**src/cpu_group_params.svh**
```systemverilog
// constants of the call, compare, skip and flag instruction group: offsets, fields, resets, encodings
// assumes it is included by its bare name wherever these macros are needed
`ifndef CPU_GROUP_PARAMS_SVH
`define CPU_GROUP_PARAMS_SVH

// apb byte offsets
`define OFS_CTRL        8'h00
`define OFS_STATUS      8'h04
`define OFS_PC_SP       8'h08
`define OFS_INT_PRIO    8'h0c

// control register fields
`define CTRL_RUN_BIT    0
`define CTRL_RBE_BIT    1
`define CTRL_MBE_BIT    2
`define CTRL_RESET      3'h0

// interrupt priority register fields
`define PRIO_MASTER_EN_BIT 3
`define PRIO_RESET         3'h0

// core reset values and stack frame
`define PC_RESET        15'h0000
`define SP_RESET        8'h00
`define SP_FRAME        8'h06
`define CALLS_PAGE_CLR  4'h0

// register file slots
`define R_A             3'h0
`define R_E             3'h1
`define R_L             3'h2
`define R_H             3'h3

// first byte encodings
`define OP_CALLS_HI     5'h1d
`define OP_CALL_LONG    8'hdb
`define OP_INCS_DIRECT  8'hca
`define OP_CARRY_CMPL   8'hd6
`define OP_CMP_A_MEM    8'h38
`define OP_DEC_R_HI     5'h09
`define OP_PFX_RIM      8'hd9
`define OP_PFX_DD       8'hdd
`define OP_PFX_DC       8'hdc
`define OP_INT_OFF      8'hfe
`define OP_INT_ON       8'hff

// second byte encodings
`define B2_ACC_CMPL     8'h3f
`define B2_MEM_IM_HI    4'h7
`define B2_ACC_REG_HI   5'h0d
`define B2_XACC_MEM     8'h09
`define B2_XACC_PAIR_HI 5'h1d
`define B2_DEC_PAIR_HI  5'h1b
`define B2_INT          8'hb2

// timing: index of the last cycle of a short call (three cycles, counted from zero)
`define CALLS_LAST_CYC  3'h2

`endif

```
**src/cpu_group_pkg.sv**
```systemverilog
// types shared by the instruction group core and its register file
// assumes nothing beyond a SystemVerilog compiler
package cpu_group_pkg;

	typedef enum logic [2:0] {
		ST_FETCH,
		ST_BYTE2,
		ST_CALL,
		ST_SKIP_HEAD,
		ST_SKIP_TAIL
	} core_state_e;

	typedef struct packed {
		core_state_e st;
		logic [14:0] pc;
		logic [7:0]  sp;
		logic [7:0]  op;
		logic [7:0]  tgt;
		logic        carry;
		logic        master_interrupt_enable;
		logic [2:0]  prio;
		logic        run;
		logic        rbe;
		logic        mbe;
		logic        lo_match;
		logic [1:0]  skip_left;
		logic [2:0]  cyc;
		logic [31:0] prdata;
		logic        stack_we;
		logic [7:0]  stack_addr;
		logic [23:0] frame;
		logic        unknown;
	} core_s;

	typedef struct packed {
		logic [7:0][3:0] nib;
	} rf_s;

endpackage : cpu_group_pkg

```
**src/nib_rf_if.sv**
```systemverilog
// carrier between the core and its nibble register file
// assumes a single clock domain; the file owner registers writes
`timescale 1ns/1ps
`default_nettype none

interface nib_rf_if;
	logic [7:0][3:0] rdata;
	logic [7:0]      we;
	logic [7:0][3:0] wdata;

	modport owner (input we, input wdata, output rdata);
	modport user  (output we, output wdata, input rdata);
endinterface : nib_rf_if

`default_nettype wire

```
**src/nibble_regfile.sv**
```systemverilog
// eight four-bit working registers with per-entry write enables
// assumes writes come from one owner per cycle; read data comes straight from the flops
`timescale 1ns/1ps
`default_nettype none

module nibble_regfile #(
	parameter int DEPTH = 8
) (
	input  wire logic clk,
	input  wire logic srst,
	nib_rf_if.owner   rf
);
	cpu_group_pkg::rf_s q;
	cpu_group_pkg::rf_s d;
	logic [7:0][3:0]    nxt;

	// the pair and slot encodings only address eight entries
	generate
		if (DEPTH != 8)
		begin : g_bad_depth
			$error("register file depth must be eight");
		end
	endgenerate

	// next value per entry
	for (genvar i = 0; i < DEPTH; i++)
	begin : g_ent
		assign nxt[i] = rf.we[i] ? rf.wdata[i] : q.nib[i];
	end

	always_comb
	begin
		d = q;
		d.nib = nxt;
	end

	always_ff @(posedge clk)
	begin
		if (srst)
			q <= '0;
		else
			q <= d;
	end

	assign rf.rdata = q.nib;
endmodule : nibble_regfile

`default_nettype wire

```
**src/cpu_call_compare_flag_ops.sv**
```systemverilog
// execution core for the short call, carry and accumulator complement, compare-skip,
// decrement-skip and interrupt enable/disable instructions, with an apb status port
// assumes program and data memory answer combinationally in the cycle their address is shown
//
// The register offsets and register access over APB were left to the implementer.
`timescale 1ns/1ps
`default_nettype none
`include "cpu_group_params.svh"

module cpu_call_compare_flag_ops #(
	parameter int APB_AW = 8
) (
	input  wire logic              clk,
	input  wire logic              srst,
	input  wire logic              psel,
	input  wire logic              penable,
	input  wire logic              pwrite,
	input  wire logic [APB_AW-1:0] paddr,
	input  wire logic [31:0]       pwdata,
	output logic                   pready,
	output logic [31:0]            prdata,
	output logic                   pslverr,
	output logic [14:0]            prog_addr,
	input  wire logic [7:0]        prog_byte,
	output logic [7:0]             data_addr,
	input  wire logic [3:0]        data_rdata,
	output logic                   stack_we,
	output logic [7:0]             stack_addr,
	output logic [23:0]            stack_frame,
	input  wire logic              int_pending,
	output logic                   int_vector_req,
	output logic                   instr_start,
	output logic                   unknown_op
);
	cpu_group_pkg::core_s q;
	cpu_group_pkg::core_s d;
	logic [7:0][3:0]      regs;
	logic [7:0][3:0]      rf_wdata;
	logic [7:0]           rf_we;
	logic [7:0]           pointer_pair;
	logic [7:0]           extended_accumulator;
	logic                 apb_setup;
	logic                 apb_write;
	logic                 hit_ctrl;
	logic                 hit_status;
	logic                 hit_pc;
	logic                 hit_prio;
	logic                 hit_any;
	logic [31:0]          rd_mux;
	logic                 is_two_byte;
	logic                 exec_carry_cmpl;
	logic                 exec_com;
	logic                 exec_cmp;
	logic                 exec_dec_skip;
	logic                 exec_int_dis;
	logic                 exec_int_en;
	logic                 exec_calls;
	logic                 take_skip;
	logic                 borrow;
	logic [2:0]           sel_r;
	logic [1:0]           sel_p;
	logic [7:0]           pair_v;
	logic [1:0]           skip_len;

	// the map needs at least the low five address bits
	generate
		if (APB_AW < 5)
		begin : g_bad_aw
			$error("apb address too narrow for the register map");
		end
	endgenerate

	nib_rf_if rf ();

	nibble_regfile #(
		.DEPTH (8)
	) u_rf (
		.clk  (clk),
		.srst (srst),
		.rf   (rf)
	);

	assign regs                 = rf.rdata;
	assign rf.we                = rf_we;
	assign rf.wdata             = rf_wdata;
	assign pointer_pair         = {regs[`R_H], regs[`R_L]};
	assign extended_accumulator = {regs[`R_E], regs[`R_A]};

	// length of the instruction being stepped over; unknown first bytes count as one byte
	function automatic logic [1:0] instr_len(input logic [7:0] b);
		logic [1:0] n;
		n = 2'h1;
		if (b == `OP_CALL_LONG)
			n = 2'h3;
		else if (b[7:3] == `OP_CALLS_HI || b == `OP_PFX_RIM || b == `OP_PFX_DD || b == `OP_PFX_DC
				|| b == `OP_INT_OFF || b == `OP_INT_ON || b == `OP_INCS_DIRECT)
			n = 2'h2;
		return n;
	endfunction : instr_len

	// apb decode; zero wait states, so pready is constant high
	assign apb_setup  = psel && !penable;
	assign apb_write  = psel && penable && pwrite && hit_any;
	assign hit_ctrl   = (paddr == APB_AW'(`OFS_CTRL));
	assign hit_status = (paddr == APB_AW'(`OFS_STATUS));
	assign hit_pc     = (paddr == APB_AW'(`OFS_PC_SP));
	assign hit_prio   = (paddr == APB_AW'(`OFS_INT_PRIO));
	assign hit_any    = hit_ctrl || hit_status || hit_pc || hit_prio;
	assign pready     = 1'b1;
	assign pslverr    = psel && penable && !hit_any;
	assign prdata     = q.prdata;

	// read mux, sampled in the setup cycle so the data leaves a flop
	assign rd_mux = hit_ctrl   ? {29'h0000_0000, q.mbe, q.rbe, q.run} :
			hit_status ? {24'h00_0000, (q.st == cpu_group_pkg::ST_SKIP_HEAD || q.st == cpu_group_pkg::ST_SKIP_TAIL),
				(q.st != cpu_group_pkg::ST_FETCH), q.master_interrupt_enable, q.carry, regs[`R_A]} :
			hit_pc     ? {9'h000, q.sp, q.pc} :
			hit_prio   ? {28'h000_0000, q.master_interrupt_enable, q.prio} :
			32'h0000_0000;

	assign is_two_byte = (prog_byte[7:3] == `OP_CALLS_HI) || (prog_byte == `OP_PFX_RIM)
			|| (prog_byte == `OP_PFX_DD) || (prog_byte == `OP_PFX_DC)
			|| (prog_byte == `OP_INT_OFF) || (prog_byte == `OP_INT_ON);

	// memory operand is at the pointer, except the second nibble of the extended compare
	assign data_addr = pointer_pair + ((q.st == cpu_group_pkg::ST_BYTE2 && q.op == `OP_PFX_DC) ? 8'h01 : 8'h00);

	// next-state logic: apb side first, so an instruction in the same cycle wins the master enable
	always_comb
	begin
		d = q;
		d.stack_we = 1'b0;
		d.unknown = 1'b0;
		rf_we = 8'h00;
		rf_wdata = regs;
		exec_carry_cmpl = 1'b0;
		exec_com = 1'b0;
		exec_cmp = 1'b0;
		exec_dec_skip = 1'b0;
		exec_int_dis = 1'b0;
		exec_int_en = 1'b0;
		exec_calls = 1'b0;
		take_skip = 1'b0;
		borrow = 1'b0;
		sel_r = 3'h0;
		sel_p = 2'h0;
		pair_v = 8'h00;
		skip_len = instr_len(prog_byte);
		if (apb_setup && !pwrite)
			d.prdata = rd_mux;
		if (apb_write && hit_ctrl)
		begin
			d.run = pwdata[`CTRL_RUN_BIT];
			d.rbe = pwdata[`CTRL_RBE_BIT];
			d.mbe = pwdata[`CTRL_MBE_BIT];
		end
		if (apb_write && hit_prio)
		begin
			d.prio = pwdata[2:0];
			d.master_interrupt_enable = pwdata[`PRIO_MASTER_EN_BIT];
		end
		case (q.st)
			cpu_group_pkg::ST_FETCH:
				if (q.run)
				begin
					d.op = prog_byte;
					d.pc = q.pc + 15'h0001;
					d.lo_match = (regs[`R_A] == data_rdata);
					if (is_two_byte)
						d.st = cpu_group_pkg::ST_BYTE2;
					else if (prog_byte == `OP_CARRY_CMPL)
					begin
						exec_carry_cmpl = 1'b1;
						d.carry = ~q.carry;
					end
					else if (prog_byte == `OP_CMP_A_MEM)
					begin
						exec_cmp = 1'b1;
						take_skip = (regs[`R_A] == data_rdata);
					end
					else if (prog_byte[7:3] == `OP_DEC_R_HI)
					begin
						exec_dec_skip = 1'b1;
						sel_r = prog_byte[2:0];
						borrow = (regs[sel_r] == 4'h0);
						rf_we[sel_r] = 1'b1;
						rf_wdata[sel_r] = regs[sel_r] - 4'h1;
						take_skip = borrow;
					end
					else
						d.unknown = 1'b1;
					if (take_skip)
						d.st = cpu_group_pkg::ST_SKIP_HEAD;
				end
			cpu_group_pkg::ST_BYTE2:
			begin
				d.pc = q.pc + 15'h0001;
				d.st = cpu_group_pkg::ST_FETCH;
				if (q.op[7:3] == `OP_CALLS_HI)
				begin
					d.tgt = prog_byte;
					d.st = cpu_group_pkg::ST_CALL;
				end
				else
				begin
					case (q.op)
						`OP_PFX_RIM:
							if (!prog_byte[3])
							begin
								exec_cmp = 1'b1;
								take_skip = (regs[prog_byte[2:0]] == prog_byte[7:4]);
							end
							else
								d.unknown = 1'b1;
						`OP_PFX_DD:
							if (prog_byte == `B2_ACC_CMPL)
							begin
								exec_com = 1'b1;
								rf_we[`R_A] = 1'b1;
								rf_wdata[`R_A] = ~regs[`R_A];
							end
							else if (prog_byte[7:4] == `B2_MEM_IM_HI)
							begin
								exec_cmp = 1'b1;
								take_skip = (data_rdata == prog_byte[3:0]);
							end
							else if (prog_byte[7:3] == `B2_ACC_REG_HI)
							begin
								exec_cmp = 1'b1;
								take_skip = (regs[`R_A] == regs[prog_byte[2:0]]);
							end
							else
								d.unknown = 1'b1;
						`OP_PFX_DC:
							if (prog_byte == `B2_XACC_MEM)
							begin
								exec_cmp = 1'b1;
								take_skip = q.lo_match && (regs[`R_E] == data_rdata);
							end
							else if (prog_byte[7:3] == `B2_XACC_PAIR_HI && !prog_byte[0])
							begin
								exec_cmp = 1'b1;
								sel_p = prog_byte[2:1];
								pair_v = {regs[{sel_p, 1'b1}], regs[{sel_p, 1'b0}]};
								take_skip = (extended_accumulator == pair_v);
							end
							else if (prog_byte[7:3] == `B2_DEC_PAIR_HI && !prog_byte[0])
							begin
								exec_dec_skip = 1'b1;
								sel_p = prog_byte[2:1];
								pair_v = {regs[{sel_p, 1'b1}], regs[{sel_p, 1'b0}]};
								borrow = (pair_v == 8'h00);
								rf_we[{sel_p, 1'b1}] = 1'b1;
								rf_we[{sel_p, 1'b0}] = 1'b1;
								{rf_wdata[{sel_p, 1'b1}], rf_wdata[{sel_p, 1'b0}]} = pair_v - 8'h01;
								take_skip = borrow;
							end
							else
								d.unknown = 1'b1;
						`OP_INT_OFF:
							if (prog_byte == `B2_INT)
							begin
								exec_int_dis = 1'b1;
								d.master_interrupt_enable = 1'b0;
							end
							else
								d.unknown = 1'b1;
						`OP_INT_ON:
							if (prog_byte == `B2_INT)
							begin
								exec_int_en = 1'b1;
								d.master_interrupt_enable = 1'b1;
							end
							else
								d.unknown = 1'b1;
						default:
							d.unknown = 1'b1;
					endcase
				end
				if (take_skip)
					d.st = cpu_group_pkg::ST_SKIP_HEAD;
			end
			cpu_group_pkg::ST_CALL:
			begin
				// q.pc already points past the second byte: that is the return address
				exec_calls = 1'b1;
				d.pc = {`CALLS_PAGE_CLR, q.op[2:0], q.tgt};
				d.sp = q.sp - `SP_FRAME;
				d.stack_addr = q.sp - `SP_FRAME;
				d.stack_we = 1'b1;
				d.frame = {4'h0, 2'h0, q.mbe, q.rbe, q.pc[7:4], q.pc[3:0], 1'h0, q.pc[14:12], q.pc[11:8]};
				d.st = cpu_group_pkg::ST_FETCH;
			end
			cpu_group_pkg::ST_SKIP_HEAD:
			begin
				// one cycle per skipped byte, so a skip costs as many cycles as the bytes it hides
				d.pc = q.pc + 15'h0001;
				if (skip_len == 2'h1)
					d.st = cpu_group_pkg::ST_FETCH;
				else
				begin
					d.skip_left = skip_len - 2'h1;
					d.st = cpu_group_pkg::ST_SKIP_TAIL;
				end
			end
			cpu_group_pkg::ST_SKIP_TAIL:
			begin
				d.pc = q.pc + 15'h0001;
				d.skip_left = q.skip_left - 2'h1;
				if (q.skip_left == 2'h1)
					d.st = cpu_group_pkg::ST_FETCH;
			end
			default:
				d.st = cpu_group_pkg::ST_FETCH;
		endcase
		d.cyc = (d.st == cpu_group_pkg::ST_FETCH) ? 3'h0 : q.cyc + 3'h1;
	end

	// state register
	always_ff @(posedge clk)
	begin
		if (srst)
		begin
			q <= '0;
			q.st <= cpu_group_pkg::ST_FETCH;
			q.pc <= `PC_RESET;
			q.sp <= `SP_RESET;
			q.prio <= `PRIO_RESET;
			{q.mbe, q.rbe, q.run} <= `CTRL_RESET;
		end
		else
			q <= d;
	end

	// outputs; the vector request is a level so the interrupt logic can hold its latches meanwhile
	assign prog_addr      = q.pc;
	assign stack_we       = q.stack_we;
	assign stack_addr     = q.stack_addr;
	assign stack_frame    = q.frame;
	assign int_vector_req = q.master_interrupt_enable && int_pending;
	assign instr_start    = (q.st == cpu_group_pkg::ST_FETCH) && q.run;
	assign unknown_op     = q.unknown;
endmodule : cpu_call_compare_flag_ops

`default_nettype wire

```
**config.mk**
```make
export PLATFORM = sky130hd
export DESIGN_NAME = cpu_call_compare_flag_ops
export DESIGN_NICKNAME = d
export VERILOG_FILES = /design/src/cpu_group_pkg.sv /design/src/nib_rf_if.sv /design/src/nibble_regfile.sv /design/src/cpu_call_compare_flag_ops.sv
export VERILOG_INCLUDE_DIRS = /design/src /design/src/src
export SDC_FILE = /design/constraint.sdc
export NUM_CORES = 1
export LEC_CHECK = 0
export BUFFER_PORTS_ARGS = -buffer_cell sky130_fd_sc_hd__buf_2
export CAP_MARGIN = 10
export CORE_MARGIN = 3
export CORE_UTILIZATION = 36
export DETAILED_ROUTE_END_ITERATION = 16
export RECOVER_POWER = 100
export SLEW_MARGIN = 10
export SYNTH_ARGS = -nofsm -noshare
export SYNTH_HDL_FRONTEND = slang
export SYNTH_SLANG_ARGS = --single-unit
```
**constraint.sdc**
```tcl
create_clock -name clk -period 6.86 [get_ports clk]
set_input_delay 1.372 -clock clk [delete_from_list [all_inputs] [get_ports clk]]
set_output_delay 1.372 -clock clk [all_outputs]
set_load 0.02 [all_outputs]
```
Word-level counts from Yosys, hierarchy flattened
Index checks and enable logic that the tools add are counted.
Storage, ports and cells
  register bits after elaboration: 136
  input port bits: 58
  output and inout bits: 93
  word-level logic and storage cells: 257
Cells by class
  $add $sub $neg: 7
  magnitude comparators: 6
  eq/ne operators: 56
  muxes and demuxes: 104
  bitwise operators: 4
  reduce and logical (&&, ||, !) cells: 55
Operators by type and width (number)
  $mux 32: 9
  $eq 8x8->1 const B: 14
  $bwmux 32: 3
  $reduce_and 12->1: 7
  $mux 8: 9
  $mux 23: 3
  $pmux 32 s2: 1
  $pmux 15 s3: 1
  $mux 1: 38
  $mux 4: 9
  $mux 33: 1
  $mux 28: 1
  $eq 8x4->1 const B: 3
  $eq 4x4->1: 5
  $mux 18: 1
  $ne 2x2->1 const B: 9
  $logic_and 1x1->1: 17
  $bmux 4 s2: 2
  $demux 4 s2: 2
  $eq 8x6->1 const B: 2
  $logic_not 8->1: 2
  $pmux 8 s2: 1
  $add 15x1->15 const B: 1
  $eq 5x5->1 const B: 3
  other kinds (47): 88

Longest topological paths before layout
Gate-level depths: netlist of the first run.
  depth in word-level cells: 12
  depth in mapped cells: 10
  mapped depth without buffers: 9

By module
From an unflattened synthesis of the first run, not the netlist that was laid out.
Second synthesis, totals
  cell total of the unflattened synthesis: 1130
  area, all modules: 8672.1 um^2
By module, submodules not included
  cpu_call_compare_flag_ops: instances 1, cells an instance 1023, area each 7536.0 um^2, seq. area each 1861.8 um^2
  nibble_regfile: instances 1, cells an instance 107, area each 1136.1 um^2, seq. area each 640.6 um^2

Worst setup path before layout of the first run
No wires, ideal clock.
  path kind: reg2out
  start point: register q[120] (netlist bit)
  end point: output port data_addr[4]
  arrival: 2.110 ns
  required time: 5.488 ns
  setup slack: 3.378 ns
  cell stages (with the launch flop): 10
  buffers on the path: 2
  cell sequence: dfxtp_1 -> clkbuf_1 -> nor2_1 -> nand2_1 -> clkbuf_1 -> nor2_1 -> ha_1 -> ha_1 -> and3_1 -> xor2_1
Between the ends
  word-level cells in the longest chain between the ends: 4
RTL lines
  from (decl): RTL line cpu_call_compare_flag_ops.sv:35  | cpu_group_pkg::core_s q;
  $eq 3x1->1: RTL line cpu_call_compare_flag_ops.sv:126  | assign data_addr = pointer_pair + ((q.st == cpu_group_pkg::ST_BYTE2 && q.op == `OP_PFX_DC) ? 8'h01 : 8'h00);
  $logic_and 1x1->1 (no line)
  $mux 1: RTL line cpu_call_compare_flag_ops.sv:126
  $add 8x1->8: RTL line cpu_call_compare_flag_ops.sv:126
  to (decl): RTL line cpu_call_compare_flag_ops.sv:25  | output logic [7:0] data_addr,
No other way between the ends.

Worst setup path in the final report of the first run
  start point: input port srst
  end point: register q, in the netlist prog_addr[12]
RTL lines
  from (decl): RTL line cpu_call_compare_flag_ops.sv:14  | input wire logic srst,
No word-level cell between the ends.

==> results of run 1 <==
[cells by family after synthesis]
group | count (synthesis) | share of synthesized area, %
xor+xnor | 59 | 7.031
mux | 51 | 9.533
flops | 125 | 34.05
buf+inv | 147 | 11.81
other cells | 2 | 0.1022
simple gates | 347 | 22.22
fa+ha+maj | 9 | 1.532
compound gates | 156 | 13.72
[worst max-delay path: stages]
cell and delay, ps:
buf_4 300, clkbuf_1 2880, nor3_1 190
[worst max path at each step]
stage                            start           endpoint  cells past startpoint
after global placement    prog_byte[1]   u_rf.rf.rdata[5]                      8
after floorplan                 q[120]       data_addr[4]                      9
after global routing              srst      prog_addr[12]                      3
final                             srst      prog_addr[12]                      3
after CTS                       q[121]       data_addr[6]                      9
after detailed placement  prog_byte[1]  u_rf.rf.rdata[29]                      8
[layout make-up]
class / count / area [um^2]
repair buffers: 108 / 456.7
well taps: 265 / 331.6
flip-flops and latches: 125 / 2502
multi-input cells: 641 / 4044
inverters: 12 / 45.04
fillers: 2069 / 11810
clock buffers: 18 / 439.2
clock inverters: 14 / 148.9
[cells in the final DEF (no fill, tap or decap), types with 4 or more instances in the layout]
master	netlist	final
a211oi_1	17	17
a21oi_1	47	47
a22o_1	5	5
a22oi_1	30	30
a31oi_1	4	4
and3_1	12	12
and4_1	4	4
buf_2	7	26
buf_4	80	5
clkbuf_1	43	77
clkbuf_16	0	17
conb_1	2	19
dfxtp_1	125	125
ha_1	9	9
inv_1	10	10
inv_6	0	5
inv_8	0	4
mux2i_1	33	34
mux4_2	9	9
nand2_1	90	90
nand2b_1	4	4
nand3_1	14	14
nand4_1	13	13
nand4b_1	4	4
nor2_1	125	125
nor2b_1	5	5
nor3_1	38	37
nor4_1	10	10
o21ai_0	29	29
or2_2	7	7
or3_1	5	5
xnor2_1	28	28
xor2_1	31	31
[metal layers]
| layer | vias to the layer above | wire [um] | part of all wire (%) | track usage (%) |
|---|---|---|---|---|
| met5 | - | 0 | 0 | 0 |
| met4 | 0 | 292 | 1.5 | 5.812 |
| met3 | 28 | 1153 | 6.0 | 3.798 |
| met2 | 180 | 8712 | 45 | 26.54 |
| met1 | 2957 | 9105 | 47 | 24.02 |
| li1 | 3056 | - | - | - |
[state kept, by name (all words and copies together), names as in the netlist]
signal         cells
u_rf.rf.rdata     32
stack_we           1
unknown_op         1
stack_frame       17
prog_addr         15
q                 30
stack_addr         7
prdata            22
[where the power goes]
group	leakage [nW]	total [mW]	internal, mW	switching [mW]
clock	0.290	0.903	0.523	0.379
sequential	1.01	0.726	0.726	0.0000403
combinational	1.47	0.0818	0.0214	0.0604
==> results.toml, run 1 <==
[placed_design]
dpl.cell_count = 1151
place_ws_ps = 2753
dp_hpwl_mm = 13.50
portBuffers = 103
place_area_mm2 = 0.007487
gp_congestion = 0.8873

[route]
route.detailed.drc = 0
num_vias = 6221
wl_per_cell_um = 16.28
via_per_inst = 5.259
drt.antenna.violating_nets = 0
dr.first_iter.drc_count = 495
firstDrtPassIters = 5
wirelength_mm = 19.26

[global_routing]
overflow = 0
grt_use_total_pct = 17.25
antenna_found_initial = 0
grt_pass1_wl_mm = 30.59
grt_pass1_vias = 5629
grt_start_max_net_pins = 94

[critical_path]
worstPathRequired_ps = 6990
reg2reg_slack_ps = 3830
r2r-end = "u_rf.rf.rdata[18]"
r2r_cells = 7
path_class = "input port to register"
arrival_ps = 4810
crit_fanout = 93
cp-end-kind = "register"
critPathLaunchType = "input port"
worstReg2RegStart = "q[121]"

[timing]
worst_slack_ps = 2176
slew_headroom_pct = -171.3
worst_pin_slew_ps = 4070
setup_viol = 0
maxSlewViolCount = 120
fin_skew_ps = 14.20
fin_crit_sh_pct = 68.28
hold_violations = 0
fmax_mhz = 213.5
hold-worst-slack_ps = 450.8
tns_ps = 0
rsz0062_at_grt = "false"
post-route-min-period_ps = 4684

[power]
peakVddDrop_v = 0.0001784
power.density_mw_per_mm2 = 214.6
p_leak_nw = 2.765
power.total_mw = 1.710

[cts]
clkSinkCount = 125
cts_buffers = 17
postCtsSetupRepairBufs = 0
clock_latency_ps = 430
cts_max_path_buffers = 2
h-tree-depth = 4
cts-resized-gates = 0
cts_root_buf = "clkbuf_16"
hold_buffers = 0
worst_setup_hold_path_clk_slew_ps = 50
tritoncts = "done"

[logic_synthesis]
yosysTopAreaCell = "dfxtp_1"
ys.flop_type = "dfxtp_1"
async_flop_share_pct = 0
syn_inst = 896
yosysSeqAreaShare_pct = 34.05
netlist_area_mm2 = 0.007350
yosysWarnings = 0
netlist.area_leader.share_pct = 34.05
netlist_top_cells_area = "dfxtp_1 34%, buf_4 8.2%, nor2_1 6.4%, nand2_1 4.6%, mux2i_1 4.5%"
synth_edf_count = 0
syn_avg_cell_area_um2 = 8.203
synth_common_cells = "125 x dfxtp_1, 125 x nor2_1, 90 x nand2_1"
synth_seq_cells = 125
synth_cell_types = 64

[job]
cap_violations = 2

[finish]
fin_area_mm2 = 0.007968
final_layout_size_suffix_gt1_share_pct = 10.13
layout.cells.non_filler = 1183
antennaDiodeCount = 0
fin_util_pct = 40.28
area_growth_pct = 8.410
fin_nets = 972

[floorplanning]
core_mm2 = 0.01978
die_w_um = 148.9
initial_core_util_pct = 37.15
pin_count = 151
die_h_um = 148.9
core.rowCount = 51
die-area_mm2 = 0.02217

[outcome]
violations = "max-capacitance violations, max-slew violations"
outcome = "complete, but fails checks"

[hold_path]
hold_class = "register to register"
hold_end = "prog_addr[0]"
holdPathStages = 2
hold_start = "q[80]"
No activity file was read; power rests on OpenSTA's default activity.
==> run 2: changes to the inputs <==
clock period = 4.2 ns   (was 6.86 ns; I/O delays follow)
==> run 2 against run 1 <==
The run still ends with max-capacitance violations, max-slew violations left. Sequential power up 64%. Sequential share of layout area about the same. Clock power rose by 61%. Core utilization about the same. Non-clock buffer count is 3 higher. Via count grew 0.24%. Power up 62%. Cell area hardly changed. Register-to-register slack worse by 2800 ps. Largest cell class unchanged. Largest power group unchanged. Highest routed layer unchanged.
==> results.toml, run 2 (synthesized netlist as in run 1, its figures left out) <==
[timing]
hold_violations = 0
post-route-min-period_ps = 3667
fin_skew_ps = 12.90
fin_crit_sh_pct = 87.31
worst_slack_ps = 532.8
rsz0062_at_grt = "false"
worst_pin_slew_ps = 1627
fmax_mhz = 272.7
slew_headroom_pct = -8.472
setup_viol = 0
tns_ps = 0
maxSlewViolCount = 75

[critical_path]
crit_fanout = 18
critPathLaunchType = "input port"
crit_path_frequent_cell = "nor3_1"
worstPathRequired_ps = 4510
reg2reg_slack_ps = 1070
cp-end-kind = "register"
critical_path.max_stage_delay_ps = 740
path_cells = "clkbuf_1 > buf_4 > mux4_2 > mux2i_1 > ha_1 > or3_1 > o21ai_0 > nor3_1 > nor3_1"
r2r_cells = 7
path_class = "input port to register"
r2r-end = "u_rf.rf.rdata[17]"
cp_slowest_cell = "clkbuf_1"
worstReg2RegStart = "q[121]"
arrival_ps = 3980

[power]
power.density_mw_per_mm2 = 348.2
peakVddDrop_v = 0.0003129
clkPwrFrac_pct = 52.4
switching_power_uw = 754.8
p_seq_share_pct = 42.8
p_leak_nw = 2.758
pwr-share-comb_pct = 4.9
power.internal_mw = 2.017
switching_share_pct = 27.23

[cts]
worst_setup_hold_path_clk_slew_ps = 60
cts_buffers = 17
hold_buffers = 0
cts-resized-gates = 0
cts_max_path_buffers = 2
clock_latency_ps = 420
h-tree-depth = 4
clkSinkCount = 125
cts_root_buf = "clkbuf_16"
postCtsSetupRepairBufs = 0
tritoncts = "done"

[global_routing]
antenna_found_initial = 0
grt_start_max_net_pins = 75
grt_pass1_vias = 5761
grt_pass1_wl_mm = 31.21
grt_use_total_pct = 17.52
overflow = 0

[outcome]
violations = "max-capacitance violations, max-slew violations"
outcome = "complete, but fails checks"

[route]
route.detailed.drc = 0
wl_met1_mm = 9.248
wirelength_mm = 19.43
routed.top_layer = "met4"
num_vias = 6236
wl_per_cell_um = 16.38
drt.antenna.violating_nets = 0
firstDrtPassIters = 5
wl_met2_mm = 8.867
dr.first_iter.drc_count = 371
met3WireLength_mm = 1.036
via_per_inst = 5.258

[job]
cap_violations = 1

[finish]
final_layout_size_suffix_gt1_share_pct = 9.555
fin_nets = 975
nFillCells = 2067
area_growth_pct = 8.325
final_common_cell = "nor2_1"
antennaDiodeCount = 0
largest_register_ffs = 32
final_cell_mix = "127 x nor2_1, 125 x dfxtp_1, 90 x nand2_1, 81 x clkbuf_1, 47 x a21oi_1"

[hold_path]
hold_end = "prog_addr[0]"
hold_class = "register to register"
holdPathStages = 2
hold_start = "q[80]"

[placed_design]
place_ws_ps = 683.0
gp_congestion = 0.9091
dp_hpwl_mm = 13.79
portBuffers = 103

[floorplanning]
die-area_mm2 = 0.02217
core.rowCount = 51
die_w_um = 148.9
initial_core_util_pct = 37.15
core_mm2 = 0.01978
die_h_um = 148.9
pin_count = 151
==> run 2: cell types whose count changed in the layout (fill, tap and decap cells not counted), sizes merged <==
cell    delta
buf        -3
bufinv     -1
clkbuf     +5
clkinv     +6
inv        -4
==> run 2: metrics by stage <==
stage          cells  util (%)  power [mW]  instance area [um^2]  hold slack (ps)
6_report        1186     40.25       2.772                  7961            449.4
2_1_floorplan    913         -       1.321                  7413            431.3
3_5_place_dp    1154     37.96       1.348                  7510            443.9
4_1_cts         1186     41.00       2.798                  8110            453.2
5_1_grt         1186     40.25       2.862                  7961            474.1
3_3_place_gp    1154     37.96       1.348                  7510            440.9
==> run 2: power by group through the flow <==
stage / logic, mW / registers [mW] / clock network, mW
final: 0.135 / 1.19 / 1.45
after detailed placement: 0.136 / 1.21 / 0
after floorplan: 0.110 / 1.21 / 0
after global placement: 0.136 / 1.21 / 0
after CTS: 0.136 / 1.18 / 1.48
after global routing: 0.147 / 1.18 / 1.53
==> run 2: layout make-up <==
class                      instances  area (um^2)  area share (%)
sequential                       125         2502           31.43
clock inverter                    15        175.2           2.200
multi-input combinational        641         4023           50.53
tap                              265        331.6           4.165
inverter                          12        45.04          0.5658
clock buffer                      17        425.4           5.343
timing repair buffer             111        459.2           5.768
==> run 2: metal layers <==
| metal | global-route usage, % | vias up |
|---|---|---|
| met5 | 0 | - |
| met4 | 5.080 | 0 |
| met3 | 3.373 | 20 |
| met2 | 27.11 | 185 |
| met1 | 24.90 | 2969 |
| li1 | - | 3062 |
==> run 2: critical path: cells and delay by family <==
family	cells	cell delay (ps)
multiplexers	2	810
buffers and inverters	2	1080
AO/OA/AOI/OAI	1	260
AND/OR/NAND/NOR	3	620
adder cells (fa/ha/maj)	1	350
==> run 2: worst max-delay path by stage <==
| stage | cells past startpoint | to | slack, ps | start |
|---|---|---|---|---|
| 6_report | 9 | u_rf.rf.rdata[5] | 530 | prog_byte[1] |
| 4_1_cts | 9 | data_addr[6] | 660 | q[92] |
| 3_5_place_dp | 8 | u_rf.rf.rdata[5] | 680 | prog_byte[2] |
| 2_1_floorplan | 9 | data_addr[4] | 1250 | q[120] |
| 5_1_grt | 9 | u_rf.rf.rdata[21] | 310 | prog_byte[1] |
| 3_3_place_gp | 8 | u_rf.rf.rdata[21] | 720 | prog_byte[2] |
==> run 3: changes to the inputs <==
BUFFER_PORTS_ARGS = -buffer_cell sky130_fd_sc_hd__buf_4   (was -buffer_cell sky130_fd_sc_hd__buf_2)
clock period = 4.3 ns   (was 4.2 ns; I/O delays follow)
==> run 3 against run 2 <==
The flow still finishes with violations (max-capacitance violations, max-slew violations). Clock-buffer cell count is 1 higher. Die area stayed put. Sequential cell count stayed put. Core utilization is 0.46 points higher. Global-route usage hardly changed. Worst setup slack better by 180 ps. Via count hardly changed. Critical path type is now register to output pin. Largest power group unchanged.
==> results.toml, run 3 (synthesized netlist as in run 1, its figures left out) <==
[outcome]
outcome = "complete, but fails checks"
violations = "max-capacitance violations, max-slew violations"

[timing]
fin_skew_ps = 13.94
slew_headroom_pct = -13.25
worst_pin_slew_ps = 1695
fmax_mhz = 278.8
rsz0062_at_grt = "false"
fin_crit_sh_pct = 83.40
maxSlewViolCount = 87
hold_violations = 0
post-route-min-period_ps = 3586
setup_viol = 0
tns_ps = 0
worst_slack_ps = 713.8

[cts]
cts_buffers = 17
cts_root_buf = "clkbuf_16"
clkSinkCount = 125
cts-resized-gates = 0
worst_setup_hold_path_clk_slew_ps = 70
postCtsSetupRepairBufs = 0
h-tree-depth = 4
cts_max_path_buffers = 2
hold_buffers = 0
clock_latency_ps = 420
tritoncts = "done"

[floorplanning]
die-area_mm2 = 0.02217
core.rowCount = 51
die_w_um = 148.9
core_mm2 = 0.01978
initial_core_util_pct = 37.15
die_h_um = 148.9
pin_count = 151

[critical_path]
path_class = "register to output pin"
crit_fanout = 5
arrival_ps = 2730
reg2reg_slack_ps = 1440
worstPathRequired_ps = 3440
cp-end-kind = "output pin"
critPathLaunchType = "register"

[job]
cap_violations = 2

[placed_design]
portBuffers = 103
place_ws_ps = 903.9
gp_congestion = 0.8760
dp_hpwl_mm = 14.00

[power]
peakVddDrop_v = 0.0002402
power.density_mw_per_mm2 = 338.8
p_leak_nw = 2.796

[finish]
largest_register_ffs = 32
final_layout_size_suffix_gt1_share_pct = 10.20
fin_nets = 976
nFillCells = 2125
antennaDiodeCount = 0
final_cell_mix = "125 x nor2_1, 125 x dfxtp_1, 90 x nand2_1, 79 x clkbuf_1, 47 x a21oi_1"
area_growth_pct = 9.568

[global_routing]
grt_pass1_wl_mm = 31.06
grt_use_total_pct = 17.52
overflow = 0
grt_pass1_vias = 5756
grt_start_max_net_pins = 72
antenna_found_initial = 0

[route]
dr.first_iter.drc_count = 373
firstDrtPassIters = 5
route.detailed.drc = 0
via_per_inst = 5.249
num_vias = 6231
wirelength_mm = 19.81
wl_per_cell_um = 16.69
drt.antenna.violating_nets = 0

[hold_path]
hold_class = "register to register"
==> run 3: final cells by class <==
cell class,instances,area (um^2),area share (%)
Timing Repair Buffer,112,541.8,6.728
Multi-Input combinational cell,641,4044,50.22
Sequential cell,125,2502,31.08
Clock inverter,14,148.9,1.849
Tap cell,265,331.6,4.117
Clock buffer,18,439.2,5.454
Inverter,12,45.04,0.5594
==> run 3: report_power, final <==
| part | switching [mW] | internal [mW] | total [mW] | leakage (nW) |
|---|---|---|---|---|
| Clock | 0.600 | 0.831 | 1.43 | 0.287 |
| Combinational | 0.0981 | 0.0413 | 0.139 | 1.50 |
| Sequential | 0.0000627 | 1.16 | 1.16 | 1.01 |
| Total | 0.698 | 2.03 | 2.73 | 2.80 |
==> run 3: final timing paths <==
kind / end / startpoint / cells past startpoint
min: prog_addr[0] / q[80] / 2
min reg2reg: prog_addr[0] / q[80] / 2
max: data_addr[6] / q[92] / 9
max reg2reg: u_rf.rf.rdata[21] / u_rf.rf.rdata[1] / 7
==> run 3: worst max-delay path: stages (launching register included) <==
cell and delay, ps:
dfxtp_1 370, and4_1 300, nand4_1 270, nor2_1 250
ha_1 230, ha_1 190, and3_1 210, nand3_1 100
xnor2_1 150, clkbuf_1 240
==> run 3: layer usage <==
layer  up-vias  global-route usage, %  part of all wire, %
li1       3061                      -                    -
met1      2959                  23.96                   47
met2       182                  27.49                   45
met3        29                  3.829                  6.0
met4         0                  5.904                  1.6
met5         -                      0                    0
==> run 3: through the flow <==
stage	area (um^2)	hold slack [ps]	std cells	power, mW	utilization [%]
after floorplan	7413	431.3	913	1.291	-
after global placement	7772	443.4	1155	1.324	39.29
after detailed placement	7772	447.8	1155	1.324	39.29
after CTS	8361	455.4	1187	2.750	42.26
after global routing	8053	478.7	1187	2.816	40.71
final	8053	448.7	1187	2.728	40.71
